==> config.mk <==
export PLATFORM = sky130hd
export DESIGN_NAME = opcode_decoder
export DESIGN_NICKNAME = d
export VERILOG_FILES = /design/src/logic/opdec_pkg.sv /design/src/logic/cond_eval.sv /design/src/logic/opcode_decoder.sv
export SDC_FILE = /design/constraint.sdc
export NUM_CORES = 1
export LEC_CHECK = 0
export ABC_AREA = 1
export ABC_CLOCK_PERIOD_IN_PS = 2200
export BUFFER_PORTS_ARGS = -buffer_cell sky130_fd_sc_hd__buf_4
export CAP_MARGIN = 25
export CORE_UTILIZATION = 50
export CTS_CLUSTER_DIAMETER = 40
export DETAILED_ROUTE_END_ITERATION = 12
export PLACE_DENSITY = 0.75
export SYNTH_ARGS = -nofsm -noshare
export SYNTH_HDL_FRONTEND = slang
export SYNTH_SLANG_ARGS = --single-unit
==> constraint.sdc <==
create_clock -name ref_clk -period 2.2 [get_ports ref_clk]
set_input_delay 0.22 -clock ref_clk [delete_from_list [all_inputs] [get_ports ref_clk]]
set_output_delay 0.22 -clock ref_clk [all_outputs]
set_load 0.005 [all_outputs]
==> src/logic/opdec_pkg.sv <==
// opdec_pkg: opcode patterns, field positions, word and cycle counts for the decoder
// assumes 16-bit instruction words from program memory
package opdec_pkg;
  // field positions
  localparam int SHIFT_LSB   = 8;
  localparam int SHIFT_W     = 4;
  localparam int IMM_W       = 8;
  localparam int COND_MASK_W = 4;
  localparam int SEL_LSB     = 10;
  localparam int CMP_W       = 2;
  // full opcodes
  localparam logic [15:0] OP_MAGNITUDE  = 16'hbe00;
  localparam logic [15:0] OP_PRODUCT    = 16'hbe04;
  localparam logic [15:0] OP_ACC_BRANCH = 16'hbe20;
  localparam logic [15:0] OP_AND_HI16   = 16'hbe81;
  // upper bytes
  localparam logic [7:0] UB_ADD_HIGH   = 8'h61;
  localparam logic [7:0] UB_ADD_IMM    = 8'hb8;
  localparam logic [7:0] UB_ADD_CARRY  = 8'h60;
  localparam logic [7:0] UB_ADD_LOW    = 8'h62;
  localparam logic [7:0] UB_ADD_TSHIFT = 8'h63;
  localparam logic [7:0] UB_AUX_OFFSET = 8'h78;
  localparam logic [7:0] UB_AND_MEM    = 8'h6e;
  localparam logic [7:0] UB_AUX_LOOP   = 8'h7b;
  localparam logic [7:0] UB_DYN_TEST   = 8'h6f;
  localparam logic [7:0] UB_COPY_SRC   = 8'ha8;
  localparam logic [7:0] UB_COPY_DST   = 8'ha9;
  localparam logic [7:0] UB_PORT_READ  = 8'haf;
  localparam logic [7:0] UB_COND_ACC   = 8'he3;
  // twelve-bit prefixes with shift field, then the fourteen-bit compare prefix
  localparam logic [11:0] P12_ADD_LONG = 12'hbf9;
  localparam logic [11:0] P12_AND_LONG = 12'hbfb;
  localparam logic [13:0] P14_COMPARE  = 14'h2fd1; // 1011 1111 0100 01
  // top nibbles
  localparam logic [3:0] TN_ADD_SHIFT = 4'h2;
  localparam logic [3:0] TN_BIT_TEST  = 4'h4;
  localparam logic [3:0] TN_BRANCH    = 4'he;
  // selector pair codes
  localparam logic [1:0] SEL_PIN_LOW = 2'h0;
  localparam logic [1:0] SEL_TF_SET  = 2'h1;
  localparam logic [1:0] SEL_TF_CLR  = 2'h2;
  localparam logic [1:0] SEL_NONE    = 2'h3;
  // word and cycle counts
  localparam logic [1:0] WORDS_ONE = 2'h1;
  localparam logic [1:0] WORDS_TWO = 2'h2;
  localparam logic [2:0] CYC_1 = 3'h1;
  localparam logic [2:0] CYC_2 = 3'h2;
  localparam logic [2:0] CYC_3 = 3'h3;
  localparam logic [2:0] CYC_4 = 3'h4;
  // operation classes
  typedef enum logic [4:0] {
    OPC_NONE, OPC_MAGNITUDE, OPC_ADD_SHIFT, OPC_ADD_HIGH, OPC_ADD_IMM, OPC_ADD_LONG,
    OPC_SUM_CARRY, OPC_SUM_LOW, OPC_SUM_TSHIFT, OPC_AUX_OFFSET, OPC_AND_MEM,
    OPC_AND_LONG, OPC_AND_HI16, OPC_PRODUCT_ACC, OPC_ACC_BRANCH, OPC_AUX_LOOP,
    OPC_COND_BRANCH, OPC_DYN_TEST, OPC_BIT_TEST, OPC_COPY_SRC, OPC_COPY_DST,
    OPC_AUX_COMPARE, OPC_PORT_READ
  } op_class_e;
endpackage : opdec_pkg

==> src/logic/cond_eval.sv <==
// cond_eval: evaluates the accumulator condition field and selector pair
// assumes all flags come from logic on the same clock
`timescale 1ns/1ns
module cond_eval
(
  // condition fields from the instruction
  input  wire logic [3:0] cond_mask,
  input  wire logic [3:0] cond_state,
  input  wire logic [1:0] sel_pair,
  // status flags
  input  wire logic       acc_zero,
  input  wire logic       acc_neg,
  input  wire logic       ovf,
  input  wire logic       carry,
  input  wire logic       test_flag,
  input  wire logic       pin_low,
  // result
  output logic            cond_true
);
  logic [3:0] status_vec;
  logic       acc_ok;
  logic       pair_ok;
  logic       pair_used;
  // z l v c from msb to lsb
  assign status_vec = {acc_zero, acc_neg, ovf, carry};
  // a tested condition is met when any masked bit matches its wanted state
  assign acc_ok    = |(cond_mask & ~(status_vec ^ cond_state));
  assign pair_used = (sel_pair != opdec_pkg::SEL_NONE);
  // selector pair: pin low, flag set, flag clear, none
  assign pair_ok   = (sel_pair == opdec_pkg::SEL_PIN_LOW) ? pin_low :
                     (sel_pair == opdec_pkg::SEL_TF_SET)  ? test_flag :
                     (sel_pair == opdec_pkg::SEL_TF_CLR)  ? ~test_flag : 1'b0;
  assign cond_true = (pair_used && pair_ok) || ((cond_mask != 4'h0) && acc_ok);
endmodule : cond_eval

==> src/logic/opcode_decoder.sv <==
// opcode_decoder: decodes the first part of the instruction set into controls
// assumes program memory presents one word per word_valid pulse on ref_clk;
// the external branch pin is asynchronous and is synchronised here
`timescale 1ns/1ns
module opcode_decoder
(
  // clock and reset
  input  wire logic        ref_clk,
  input  wire logic        rst,
  // program memory words
  input  wire logic [15:0] instr_word,
  input  wire logic        word_valid,
  // status flags from the datapath
  input  wire logic        acc_zero,
  input  wire logic        acc_neg,
  input  wire logic        ovf,
  input  wire logic        carry,
  input  wire logic        test_flag,
  input  wire logic        aux_nonzero,
  // external branch pin, asynchronous
  input  wire logic        branch_pin,
  // decoded controls
  output opdec_pkg::op_class_e op_class_q,
  output logic             dec_valid_q,
  output logic [1:0]       word_count_q,
  output logic [2:0]       cycle_count_q,
  output logic             branch_taken_q,
  output logic [3:0]       shift_q,
  output logic [7:0]       imm_q,
  output logic             indirect_q,
  output logic [6:0]       addr_q,
  output logic [15:0]      operand_q,
  output logic [3:0]       bit_sel_q,
  output logic [1:0]       compare_sel_q,
  output logic             sets_test_flag_q
);
  typedef enum logic [0:0] {ST_FETCH, ST_OPERAND} fetch_state_e;
  fetch_state_e st_q;
  fetch_state_e st_d;
  logic [15:0] held_q;
  logic        pin_meta_q;
  logic        pin_sync_q;
  // field views of the fresh word
  wire  [7:0]  ub  = instr_word[15:8];
  wire  [3:0]  tn  = instr_word[15:12];
  wire  [11:0] p12 = instr_word[15:4];
  // first-word classification
  opdec_pkg::op_class_e cls;
  logic two_word;
  assign cls =
    (instr_word == opdec_pkg::OP_MAGNITUDE)  ? opdec_pkg::OPC_MAGNITUDE :
    (instr_word == opdec_pkg::OP_PRODUCT)    ? opdec_pkg::OPC_PRODUCT_ACC :
    (instr_word == opdec_pkg::OP_ACC_BRANCH) ? opdec_pkg::OPC_ACC_BRANCH :
    (instr_word == opdec_pkg::OP_AND_HI16)   ? opdec_pkg::OPC_AND_HI16 :
    (p12 == opdec_pkg::P12_ADD_LONG)         ? opdec_pkg::OPC_ADD_LONG :
    (p12 == opdec_pkg::P12_AND_LONG)         ? opdec_pkg::OPC_AND_LONG :
    (instr_word[15:2] == opdec_pkg::P14_COMPARE) ? opdec_pkg::OPC_AUX_COMPARE :
    (ub == opdec_pkg::UB_ADD_HIGH)   ? opdec_pkg::OPC_ADD_HIGH :
    (ub == opdec_pkg::UB_ADD_IMM)    ? opdec_pkg::OPC_ADD_IMM :
    (ub == opdec_pkg::UB_ADD_CARRY)  ? opdec_pkg::OPC_SUM_CARRY :
    (ub == opdec_pkg::UB_ADD_LOW)    ? opdec_pkg::OPC_SUM_LOW :
    (ub == opdec_pkg::UB_ADD_TSHIFT) ? opdec_pkg::OPC_SUM_TSHIFT :
    (ub == opdec_pkg::UB_AUX_OFFSET) ? opdec_pkg::OPC_AUX_OFFSET :
    (ub == opdec_pkg::UB_AND_MEM)    ? opdec_pkg::OPC_AND_MEM :
    (ub == opdec_pkg::UB_AUX_LOOP)   ? opdec_pkg::OPC_AUX_LOOP :
    (ub == opdec_pkg::UB_DYN_TEST)   ? opdec_pkg::OPC_DYN_TEST :
    (ub == opdec_pkg::UB_COPY_SRC)   ? opdec_pkg::OPC_COPY_SRC :
    (ub == opdec_pkg::UB_COPY_DST)   ? opdec_pkg::OPC_COPY_DST :
    (ub == opdec_pkg::UB_PORT_READ)  ? opdec_pkg::OPC_PORT_READ :
    (tn == opdec_pkg::TN_BRANCH && instr_word[11:10] == 2'h0)
                                     ? opdec_pkg::OPC_COND_BRANCH :
    (tn == opdec_pkg::TN_ADD_SHIFT)  ? opdec_pkg::OPC_ADD_SHIFT :
    (tn == opdec_pkg::TN_BIT_TEST)   ? opdec_pkg::OPC_BIT_TEST :
                                       opdec_pkg::OPC_NONE;
  // two-word forms
  assign two_word = (cls == opdec_pkg::OPC_ADD_LONG) || (cls == opdec_pkg::OPC_AND_LONG) ||
                    (cls == opdec_pkg::OPC_AND_HI16) || (cls == opdec_pkg::OPC_AUX_LOOP) ||
                    (cls == opdec_pkg::OPC_COND_BRANCH) || (cls == opdec_pkg::OPC_COPY_SRC) ||
                    (cls == opdec_pkg::OPC_COPY_DST) || (cls == opdec_pkg::OPC_PORT_READ);
  // the class of the word being finished
  opdec_pkg::op_class_e fin_cls;
  logic [15:0] fin_word;
  assign fin_word = (st_q == ST_OPERAND) ? held_q : instr_word;
  opdec_pkg::op_class_e held_cls_q;
  assign fin_cls  = (st_q == ST_OPERAND) ? held_cls_q : cls;
  // condition evaluation on the held first word
  logic cond_true;
  cond_eval u_cond
  (
    .cond_mask  (fin_word[3:0]),
    .cond_state (fin_word[7:4]),
    .sel_pair   (fin_word[9:8]),
    .acc_zero   (acc_zero),
    .acc_neg    (acc_neg),
    .ovf        (ovf),
    .carry      (carry),
    .test_flag  (test_flag),
    .pin_low    (~pin_sync_q),
    .cond_true  (cond_true)
  );
  // branch outcome and cycle count
  logic taken;
  logic [2:0] cycles;
  logic is_pin_branch;
  assign is_pin_branch = (fin_cls == opdec_pkg::OPC_COND_BRANCH) &&
                         (fin_word[9:8] == opdec_pkg::SEL_PIN_LOW) && (fin_word[7:0] == 8'h00);
  assign taken = (fin_cls == opdec_pkg::OPC_ACC_BRANCH) ||
                 ((fin_cls == opdec_pkg::OPC_AUX_LOOP) && aux_nonzero) ||
                 ((fin_cls == opdec_pkg::OPC_COND_BRANCH) && cond_true);
  assign cycles =
    (fin_cls == opdec_pkg::OPC_ACC_BRANCH) ? opdec_pkg::CYC_4 :
    (fin_cls == opdec_pkg::OPC_AUX_LOOP || fin_cls == opdec_pkg::OPC_COND_BRANCH)
      ? (taken ? opdec_pkg::CYC_4 :
         (is_pin_branch ? opdec_pkg::CYC_3 : opdec_pkg::CYC_2)) :
    (fin_cls == opdec_pkg::OPC_COPY_SRC || fin_cls == opdec_pkg::OPC_COPY_DST)
      ? opdec_pkg::CYC_3 :
    (fin_cls == opdec_pkg::OPC_ADD_LONG || fin_cls == opdec_pkg::OPC_AND_LONG ||
     fin_cls == opdec_pkg::OPC_AND_HI16 || fin_cls == opdec_pkg::OPC_PORT_READ)
      ? opdec_pkg::CYC_2 : opdec_pkg::CYC_1;
  // sequencing: a two-word first word waits for its operand word
  always_comb
  begin
    st_d = st_q;
    case (st_q)
      ST_FETCH:   if (word_valid && two_word) st_d = ST_OPERAND;
      ST_OPERAND: if (word_valid) st_d = ST_FETCH;
      default:    st_d = ST_FETCH;
    endcase
  end
  logic fire;
  assign fire = word_valid && ((st_q == ST_OPERAND) || !two_word);
  // pin synchroniser
  always_ff @(posedge ref_clk or posedge rst)
  begin
    if (rst)
    begin
      pin_meta_q <= 1'b1;
      pin_sync_q <= 1'b1;
    end
    else
    begin
      pin_meta_q <= branch_pin;
      pin_sync_q <= pin_meta_q;
    end
  end
  // state and held first word
  always_ff @(posedge ref_clk or posedge rst)
  begin
    if (rst)
    begin
      st_q       <= ST_FETCH;
      held_q     <= 16'h0000;
      held_cls_q <= opdec_pkg::OPC_NONE;
    end
    else
    begin
      st_q <= st_d;
      if (word_valid && st_q == ST_FETCH)
      begin
        held_q     <= instr_word;
        held_cls_q <= cls;
      end
    end
  end
  // decoded outputs, one pulse of dec_valid_q per instruction
  always_ff @(posedge ref_clk or posedge rst)
  begin
    if (rst)
    begin
      dec_valid_q      <= 1'b0;
      op_class_q       <= opdec_pkg::OPC_NONE;
      word_count_q     <= 2'h0;
      cycle_count_q    <= 3'h0;
      branch_taken_q   <= 1'b0;
      shift_q          <= 4'h0;
      imm_q            <= 8'h00;
      indirect_q       <= 1'b0;
      addr_q           <= 7'h00;
      operand_q        <= 16'h0000;
      bit_sel_q        <= 4'h0;
      compare_sel_q    <= 2'h0;
      sets_test_flag_q <= 1'b0;
    end
    else
    begin
      dec_valid_q <= fire;
      if (fire)
      begin
        op_class_q     <= fin_cls;
        word_count_q   <= (st_q == ST_OPERAND) ? opdec_pkg::WORDS_TWO : opdec_pkg::WORDS_ONE;
        cycle_count_q  <= cycles;
        branch_taken_q <= taken;
        shift_q        <= (fin_cls == opdec_pkg::OPC_ADD_SHIFT) ? fin_word[11:8] :
                          fin_word[3:0];
        imm_q          <= fin_word[7:0];
        indirect_q     <= fin_word[7];
        addr_q         <= fin_word[6:0];
        operand_q      <= (st_q == ST_OPERAND) ? instr_word : 16'h0000;
        bit_sel_q      <= fin_word[11:8];
        compare_sel_q  <= fin_word[1:0];
        sets_test_flag_q <= (fin_cls == opdec_pkg::OPC_BIT_TEST) ||
                            (fin_cls == opdec_pkg::OPC_DYN_TEST) ||
                            (fin_cls == opdec_pkg::OPC_AUX_COMPARE);
      end
    end
  end
  // assertions
  a_magnitude_one_cycle: assert property (@(posedge ref_clk) disable iff (rst)
    (word_valid && st_q == ST_FETCH && instr_word == opdec_pkg::OP_MAGNITUDE) |=>
    (dec_valid_q && cycle_count_q == 3'h1 && word_count_q == 2'h1))
    else $error("magnitude op miscounted");
  a_acc_branch_four: assert property (@(posedge ref_clk) disable iff (rst)
    (word_valid && st_q == ST_FETCH && instr_word == opdec_pkg::OP_ACC_BRANCH) |=>
    (cycle_count_q == 3'h4 && branch_taken_q))
    else $error("accumulator branch miscounted");
  a_two_word_waits: assert property (@(posedge ref_clk) disable iff (rst)
    (word_valid && st_q == ST_FETCH && two_word) |=> !dec_valid_q && st_q == ST_OPERAND)
    else $error("first word decoded early");
  a_operand_captured: assert property (@(posedge ref_clk) disable iff (rst)
    (word_valid && st_q == ST_OPERAND) |=>
    (dec_valid_q && word_count_q == 2'h2 && operand_q == $past(instr_word)))
    else $error("operand word lost");
  a_copy_three: assert property (@(posedge ref_clk) disable iff (rst)
    (dec_valid_q && (op_class_q == opdec_pkg::OPC_COPY_SRC ||
     op_class_q == opdec_pkg::OPC_COPY_DST)) |-> cycle_count_q == 3'h3)
    else $error("copy cycle count wrong");
  a_loop_not_taken: assert property (@(posedge ref_clk) disable iff (rst)
    (dec_valid_q && op_class_q == opdec_pkg::OPC_AUX_LOOP) |->
    (branch_taken_q ? cycle_count_q == 3'h4 : cycle_count_q == 3'h2))
    else $error("aux loop branch cycles wrong");
  a_add_long_two: assert property (@(posedge ref_clk) disable iff (rst)
    (dec_valid_q && op_class_q == opdec_pkg::OPC_ADD_LONG) |->
    (cycle_count_q == 3'h2 && word_count_q == 2'h2))
    else $error("long add miscounted");
  a_port_read_two: assert property (@(posedge ref_clk) disable iff (rst)
    (dec_valid_q && op_class_q == opdec_pkg::OPC_PORT_READ) |-> cycle_count_q == 3'h2)
    else $error("port read miscounted");
  a_test_flag_set: assert property (@(posedge ref_clk) disable iff (rst)
    (dec_valid_q && op_class_q == opdec_pkg::OPC_BIT_TEST) |-> sets_test_flag_q)
    else $error("bit test does not mark flag");
endmodule : opcode_decoder

Yosys cells after proc, flatten, opt, wreduce, memory -nomap -nowiden
Cells that the tools add are included.
{ "totals": {"word_cells": 143, "inputBits": 26, "regBits": 75} }
{ "classes": {"mux": 39, "reduce_logical": 34, "bitwise": 6, "eq_ne": 46} }
{ "op_table": {"columns": ["operator", "n"], "rows": [
  ["two-way mux 5 bit", 23],
  ["equality test 16 bit, second input constant", 4],
  ["equality test 8 x 7 -> 1 bit, second input constant", 8],
  ["equality test 5 bit, second input constant", 11],
  ["equality test 5 x 4 -> 1 bit, second input constant", 7],
  ["equality test 8 bit, second input constant", 4],
  ["equality test 12 bit, second input constant", 2],
  ["logical OR 1 bit", 18],
  ["two-way mux 16 bit", 1],
  ["equality test 14 bit, second input constant", 1],
  ["two-way mux 12 bit", 1],
  ["equality test 5 x 3 -> 1 bit, second input constant", 2],
  ["logical AND 1 bit", 10],
  ["two-way mux 3 bit", 3],
  ["logical NOT 8 bit", 1],
  ["two-way mux 1 bit", 6],
  ["two-way mux 2 bit", 3],
  ["equality test 5 x 2 -> 1 bit, second input constant", 1],
  ["bitwise AND 4 bit", 1],
  ["equality test 4 x 2 -> 1 bit, second input constant", 1],
  ["equality test 4 x 3 -> 1 bit, second input constant", 1],
  ["equality test 4 bit, second input constant", 1],
  ["logical NOT 2 bit", 2],
  ["two-way mux 4 bit", 1],
  ["10 further kinds", 12]
]} }

Logic depth before layout (Yosys ltp)
{ "depth": {"word_depth": 34, "ltp_mapped": 19} }

Modules after synthesis
From an unflattened synthesis, not the netlist that was laid out.
{ "hier_totals": {"cells_unflattened": 498, "hier_area_um2": 3674.8} }
{ "by_module_without_submodules": {"columns": ["module", "area_per_inst_um2", "instances", "cells_per_inst"], "rows": [
  ["opcode_decoder", 3560.9, 1, 469],
  ["cond_eval", 113.9, 1, 29]
]} }

Worst setup path before layout
OpenSTA, ideal clock, no wires.
{ "synth_path": {"path_type": "register -> register", "start": "register st_q", "end": "register cycle_count_q[0]", "setup_time_ns": 0.065, "t_arrival_ns": 1.619, "synth_period_minus_slack_ns": 1.684, "stages_incl_launch_ff": 12, "n_path_buf": 2, "setup_slack_ns": 0.516, "t_required_ns": 2.135, "cell_sequence": "dfrtp_1 -> buf_4 -> buf_4 -> o21ai_0 -> o22ai_1 -> nor2_1 -> o21ai_0 -> nand3_1 -> nand2_1 -> nor2_2 -> nand3_1 -> nand2_1"} }
{ "synth_between": {"elab_chain_cells": 12, "word_cells_on_any_way": 46, "cone_classes": "12 x eq/ne; 11 x mux; 3 x bitwise; 20 x reduce/logical"} }
{ "synth_rtl": {"columns": ["item", "line", "text"], "rows": [
  ["start, declared", "opcode_decoder.sv:38", "fetch_state_e st_q;"],
  ["start signal, assigned", "opcode_decoder.sv:157", "st_q <= st_d;"],
  ["two-way mux 12 bit", "opcode_decoder.sv:83", "assign fin_word = (st_q == ST_OPERAND) ? held_q : instr_word;"],
  ["equality test 2 bit / XOR 4 bit (equally long branches)", "cond_eval.sv:32, cond_eval.sv:27", null],
  ["two-way mux 1 bit / inverter 4 bit (equally long branches)", "cond_eval.sv:32, cond_eval.sv:27", null],
  ["two-way mux 1 bit / bitwise AND 4 bit (equally long branches)", "cond_eval.sv:31, cond_eval.sv:27", null],
  ["two-way mux 1 bit / OR reduction 4 bit (equally long branches)", "cond_eval.sv:30, cond_eval.sv:27", null],
  ["logical AND 1 bit", "cond_eval.sv:33", "assign cond_true = (pair_used && pair_ok) || ((cond_mask != 4'h0) && acc_ok);"],
  ["logical OR 1 bit", "cond_eval.sv:33", null],
  ["logical AND 1 bit", "opcode_decoder.sv:109", "((fin_cls == opdec_pkg::OPC_COND_BRANCH) && cond_true);"],
  ["logical OR 1 bit", "opcode_decoder.sv:108", "((fin_cls == opdec_pkg::OPC_AUX_LOOP) && aux_nonzero) ||"],
  ["two-way mux 3 bit (2 in series)", "opcode_decoder.sv:113", "? (taken ? opdec_pkg::CYC_4 :"],
  ["two-way mux 3 bit", "opcode_decoder.sv:111", "(fin_cls == opdec_pkg::OPC_ACC_BRANCH) ? opdec_pkg::CYC_4 :"],
  ["end signal, assigned", "opcode_decoder.sv:191", "cycle_count_q <= cycles;"],
  ["end, declared", "opcode_decoder.sv:26", "output logic [2:0] cycle_count_q,"]
]} }
Several ways; a longest one is shown, not always the timed one.
A chain may end at the register's enable or synchronous reset.

Final worst setup path
Same ends and word-level chain as after synthesis.

==> metrics.yaml <==
violations: "hold timing"
final_hold_viol_count: 5
cp.required_ns: 2.49
grt-ovfl-total: 0
p_sw_share_pct: 29.1
place_congestion: 0.919
hold_class: "primary input to async pin"
p_int_w: 0.00224
dp_slack_ns: 0.0438
critPathKind: "flip-flop to flip-flop"
postCtsSetupBuffers: 0
nets: 584
dp_hpwl_mm: 6.52
cts_buffer_depth: 2
cts_buffers: 9
drcViolationCount: 0
crit_top_cell: "nand2_1"
comb_power_share_pct: 22.3
root_buffer: "clkbuf_8"
grt_pass1_vias: 3172
timing.hold.ws_ns: -0.0182
die_area_sq_um: 7500
drtAntennaViolNets: 0
drtPass1Iterations: 4
drtIter0Drc: 209
status: "complete, but fails checks"
maxSlewViolCount: 0
fillers: 602
syn2layout_area_growth_pct: 25.4
power_leakage_nw: 2.34
synth_cell_types: 32
pin_count: 81
cp_max_fo: 18
worst_slack_ns: 0.256
die_x_um: 86.6
yosysSeqAreaShare_pct: 45.5
die_h_um: 86.6
yosysWarnings: 0
path_depth: 11
drive_above_1_share_pct: 27.9
synth_seq_cells: 65
cp-startpoint: "st_q"
rrSetupSlack_ns: 0.26
rsz0062_at_grt: "false"
port_buffers: 80
critPathTopFamily: "compound AO/OA/AOI/OAI gates"
setup_tns_ns: 0
r2r_end: "cycle_count_q[0]"
crit_buf_inv: 0
synth_cells: 478
path_cells: "o21ai_1, nand2_1, o211ai_1, o21ai_0, nor2_1, o21ai_0, nand3_1, nand2_1, nor2_2, nand3_1, nand2_1"
cpPeakStageDelay_ns: 0.52
tightest_slew_ns: 0.726
grt_max_degree: 51
rows: 30
power_frac_seq_pct: 45.0
utilization_pct: 65.3
final-setup-viol-count: 0
crit_path_start_kind: "flip-flop"
drt_wl_total_mm: 8.57
slowest_stage: "dfrtp_2"
cts_tree: "done"
critical_path.endpoint: "cycle_count_q[0]"
htree_levels: 3
fin_skew_ns: 0.0112
p_sw_w: 0.000919
wire_per_inst_um: 13.0
vdd_drop_max_mv: 0.339
num_vias: 3343
r2r_start: "st_q"
clkSinkCount: 65
path_clk_slew_ns: 0.08
cp-end-kind: "flip-flop"
clkLatencyLatePin_ns: 0.35
core_sq_um: 6870
antenna_found_initial: 0
period_minus_slack_ns: 1.94
worstPathArrival_ns: 2.23
power_frac_clock_pct: 32.7
finalCritPeriodShare_pct: 88.4
initial_core_util_pct: 52.1
r2r_cells: 11
power_density_nw_per_um2: 705
vias_per_cell: 5.08
grt_use_total_pct: 25.8
syn_area_per_cell_sq_um: 7.48
netlist_area_sq_um: 3580
relSlewSlack_pct: 51.5
fmax_mhz: 514
num_antenna_cells: 0
grt_pass1_wl_mm: 14.7
maxCapViolations: 0
syn_nets: 504
-- flip-flops by register name (all words and copies together) (netlist names) --
register / flops
branch_taken_q: 1
dec_valid_q: 1
st_q: 1
operand_q: 16
held_cls_q: 5
imm_q: 8
pin_meta_q: 1
bit_sel_q: 4
shift_q: 4
word_count_q: 2
op_class_q: 5
pin_sync_q: 1
cycle_count_q: 3
sets_test_flag_q: 1
held_q: 12
-- cells in the mapped netlist --
master	number	share of area [%]
a21oi_1	2	0.28
o211ai_1	2	0.42
nor2_4	5	1.6
o22ai_1	1	0.17
inv_2	10	1.0
nor3_1	5	0.70
nor4_1	1	0.17
nor2_2	8	1.4
buf_2	6	0.84
nand2_1	146	15
nand4_1	11	1.9
clkinv_1	1	0.10
and2_1	1	0.17
a31oi_1	2	0.35
nor3_2	1	0.28
inv_1	37	3.9
o21ai_0	59	8.3
nand3_2	1	0.28
nand2_4	1	0.31
nand3_4	1	0.49
nand3_1	18	2.5
nand4_2	2	0.70
nor2_1	43	4.5
clkbuf_1	4	0.42
dfstp_2	2	1.5
or2_2	4	0.70
xor2_1	4	0.98
o21ai_1	11	1.5
buf_4	14	2.9
a41oi_1	1	0.24
dfrtp_1	63	44
nand2_2	11	1.9
-- power groups by stage --
| stage | sequential [W] | combinational (W) | clock (W) |
|---|---|---|---|
| detailed placement | 0.00144 | 0.000705 | 0 |
| global placement | 0.00144 | 0.000691 | 0 |
| global route | 0.00144 | 0.000796 | 0.00111 |
| finish | 0.00142 | 0.000705 | 0.00103 |
| floorplan | 0.00143 | 0.000393 | 0 |
| CTS | 0.00142 | 0.000708 | 0.00106 |
-- area by class of cell --
class / instances / area (sq um) / share of cell area, %
clock inverter: 4 / 52.6 / 1.17
clock buffer: 11 / 151 / 3.38
sequential: 65 / 1630 / 36.4
tap: 96 / 120 / 2.68
inverter: 48 / 180 / 4.02
multi-input combinational: 341 / 1620 / 36.2
timing repair buffer: 93 / 726 / 16.2
-- stage by stage --
step	power, W	area (sq um)	hold WS, ns	instances
CTS	0.00319	4480	0.00811	658
finish	0.00316	4480	-0.0182	658
global route	0.00335	4480	0.0597	658
global placement	0.00213	4270	0.332	642
floorplan	0.00183	3580	0.224	478
detailed placement	0.00215	4270	0.329	642
-- per-layer routing --
layer  part of all wire [%]  GRT usage [%]  up-vias  wire length (um)
met1                     47           34.4     1528              4010
met4                    1.3           9.55        0               110
met2                     46           41.1      120              3940
met5                      0              0        -                 0
li1                       -              -     1683                 -
met3                    6.0           5.90       12               512
-- how the worst min path moves through the flow --
stage	startpoint	end	slack (ns)
2_1_floorplan	branch_pin	pin_meta_q	0.22
3_3_place_gp	branch_pin	pin_meta_q	0.33
3_5_place_dp	branch_pin	pin_meta_q	0.33
5_1_grt	rst	imm_q[0]	0.06
6_report	rst	imm_q[4]	-0.02
4_1_cts	rst	imm_q[4]	0.008
-- kinds of logic (layout without fill, tap and decap cells) --
| kind of cell | Yosys count | count (layout) | synth area share [%] |
|---|---|---|---|
| AO/OA/AOI/OAI | 78 | 78 | 11.3 |
| flip-flops | 65 | 65 | 45.5 |
| AND/OR/NAND/NOR | 259 | 259 | 33.0 |
| XOR/XNOR | 4 | 4 | 0.979 |
| buffers and inverters | 72 | 156 | 9.23 |
-- cells in the final DEF, fill, tap and decap left out, types with 2 or more instances in the layout --
| master | synthesis | layout |
|---|---|---|
| buf_4 | 14 | 90 |
| dfrtp_1 | 63 | 62 |
| clkinvlp_4 | 0 | 3 |
| clkbuf_8 | 0 | 11 |
| o21ai_1 | 11 | 11 |
| a31oi_1 | 2 | 2 |
| nor2_4 | 5 | 5 |
| o211ai_1 | 2 | 2 |
| nand2_1 | 146 | 145 |
| nand3_1 | 18 | 18 |
| a21oi_1 | 2 | 2 |
| dfstp_2 | 2 | 2 |
| buf_12 | 0 | 2 |
| xor2_1 | 4 | 4 |
| nor2_2 | 8 | 8 |
| inv_1 | 37 | 36 |
| inv_2 | 10 | 11 |
| nand4_2 | 2 | 2 |
| or2_2 | 4 | 4 |
| nor2_1 | 43 | 43 |
| nand4_1 | 11 | 11 |
| nor3_1 | 5 | 5 |
| o21ai_0 | 59 | 58 |
| nand2_2 | 11 | 12 |
-- worst register-to-register path: cells and delay by family, from the launching register on --
kind | cells | cell delay (ns)
AOI/OAI and AO/OA | 4 | 0.71
DFF | 1 | 0.52
and+or+nand+nor | 7 | 0.65
-- what timing repair did --
| action | 4_1_cts | 5_1_grt |
|---|---|---|
| hold buffers | 1 | 0 |
| hold endpoints to repair | 1 | 0 |
| setup endpoints to repair | 0 | 4 |
| resized for setup | 0 | 3 |
Power figures use the tool's default switching activity.
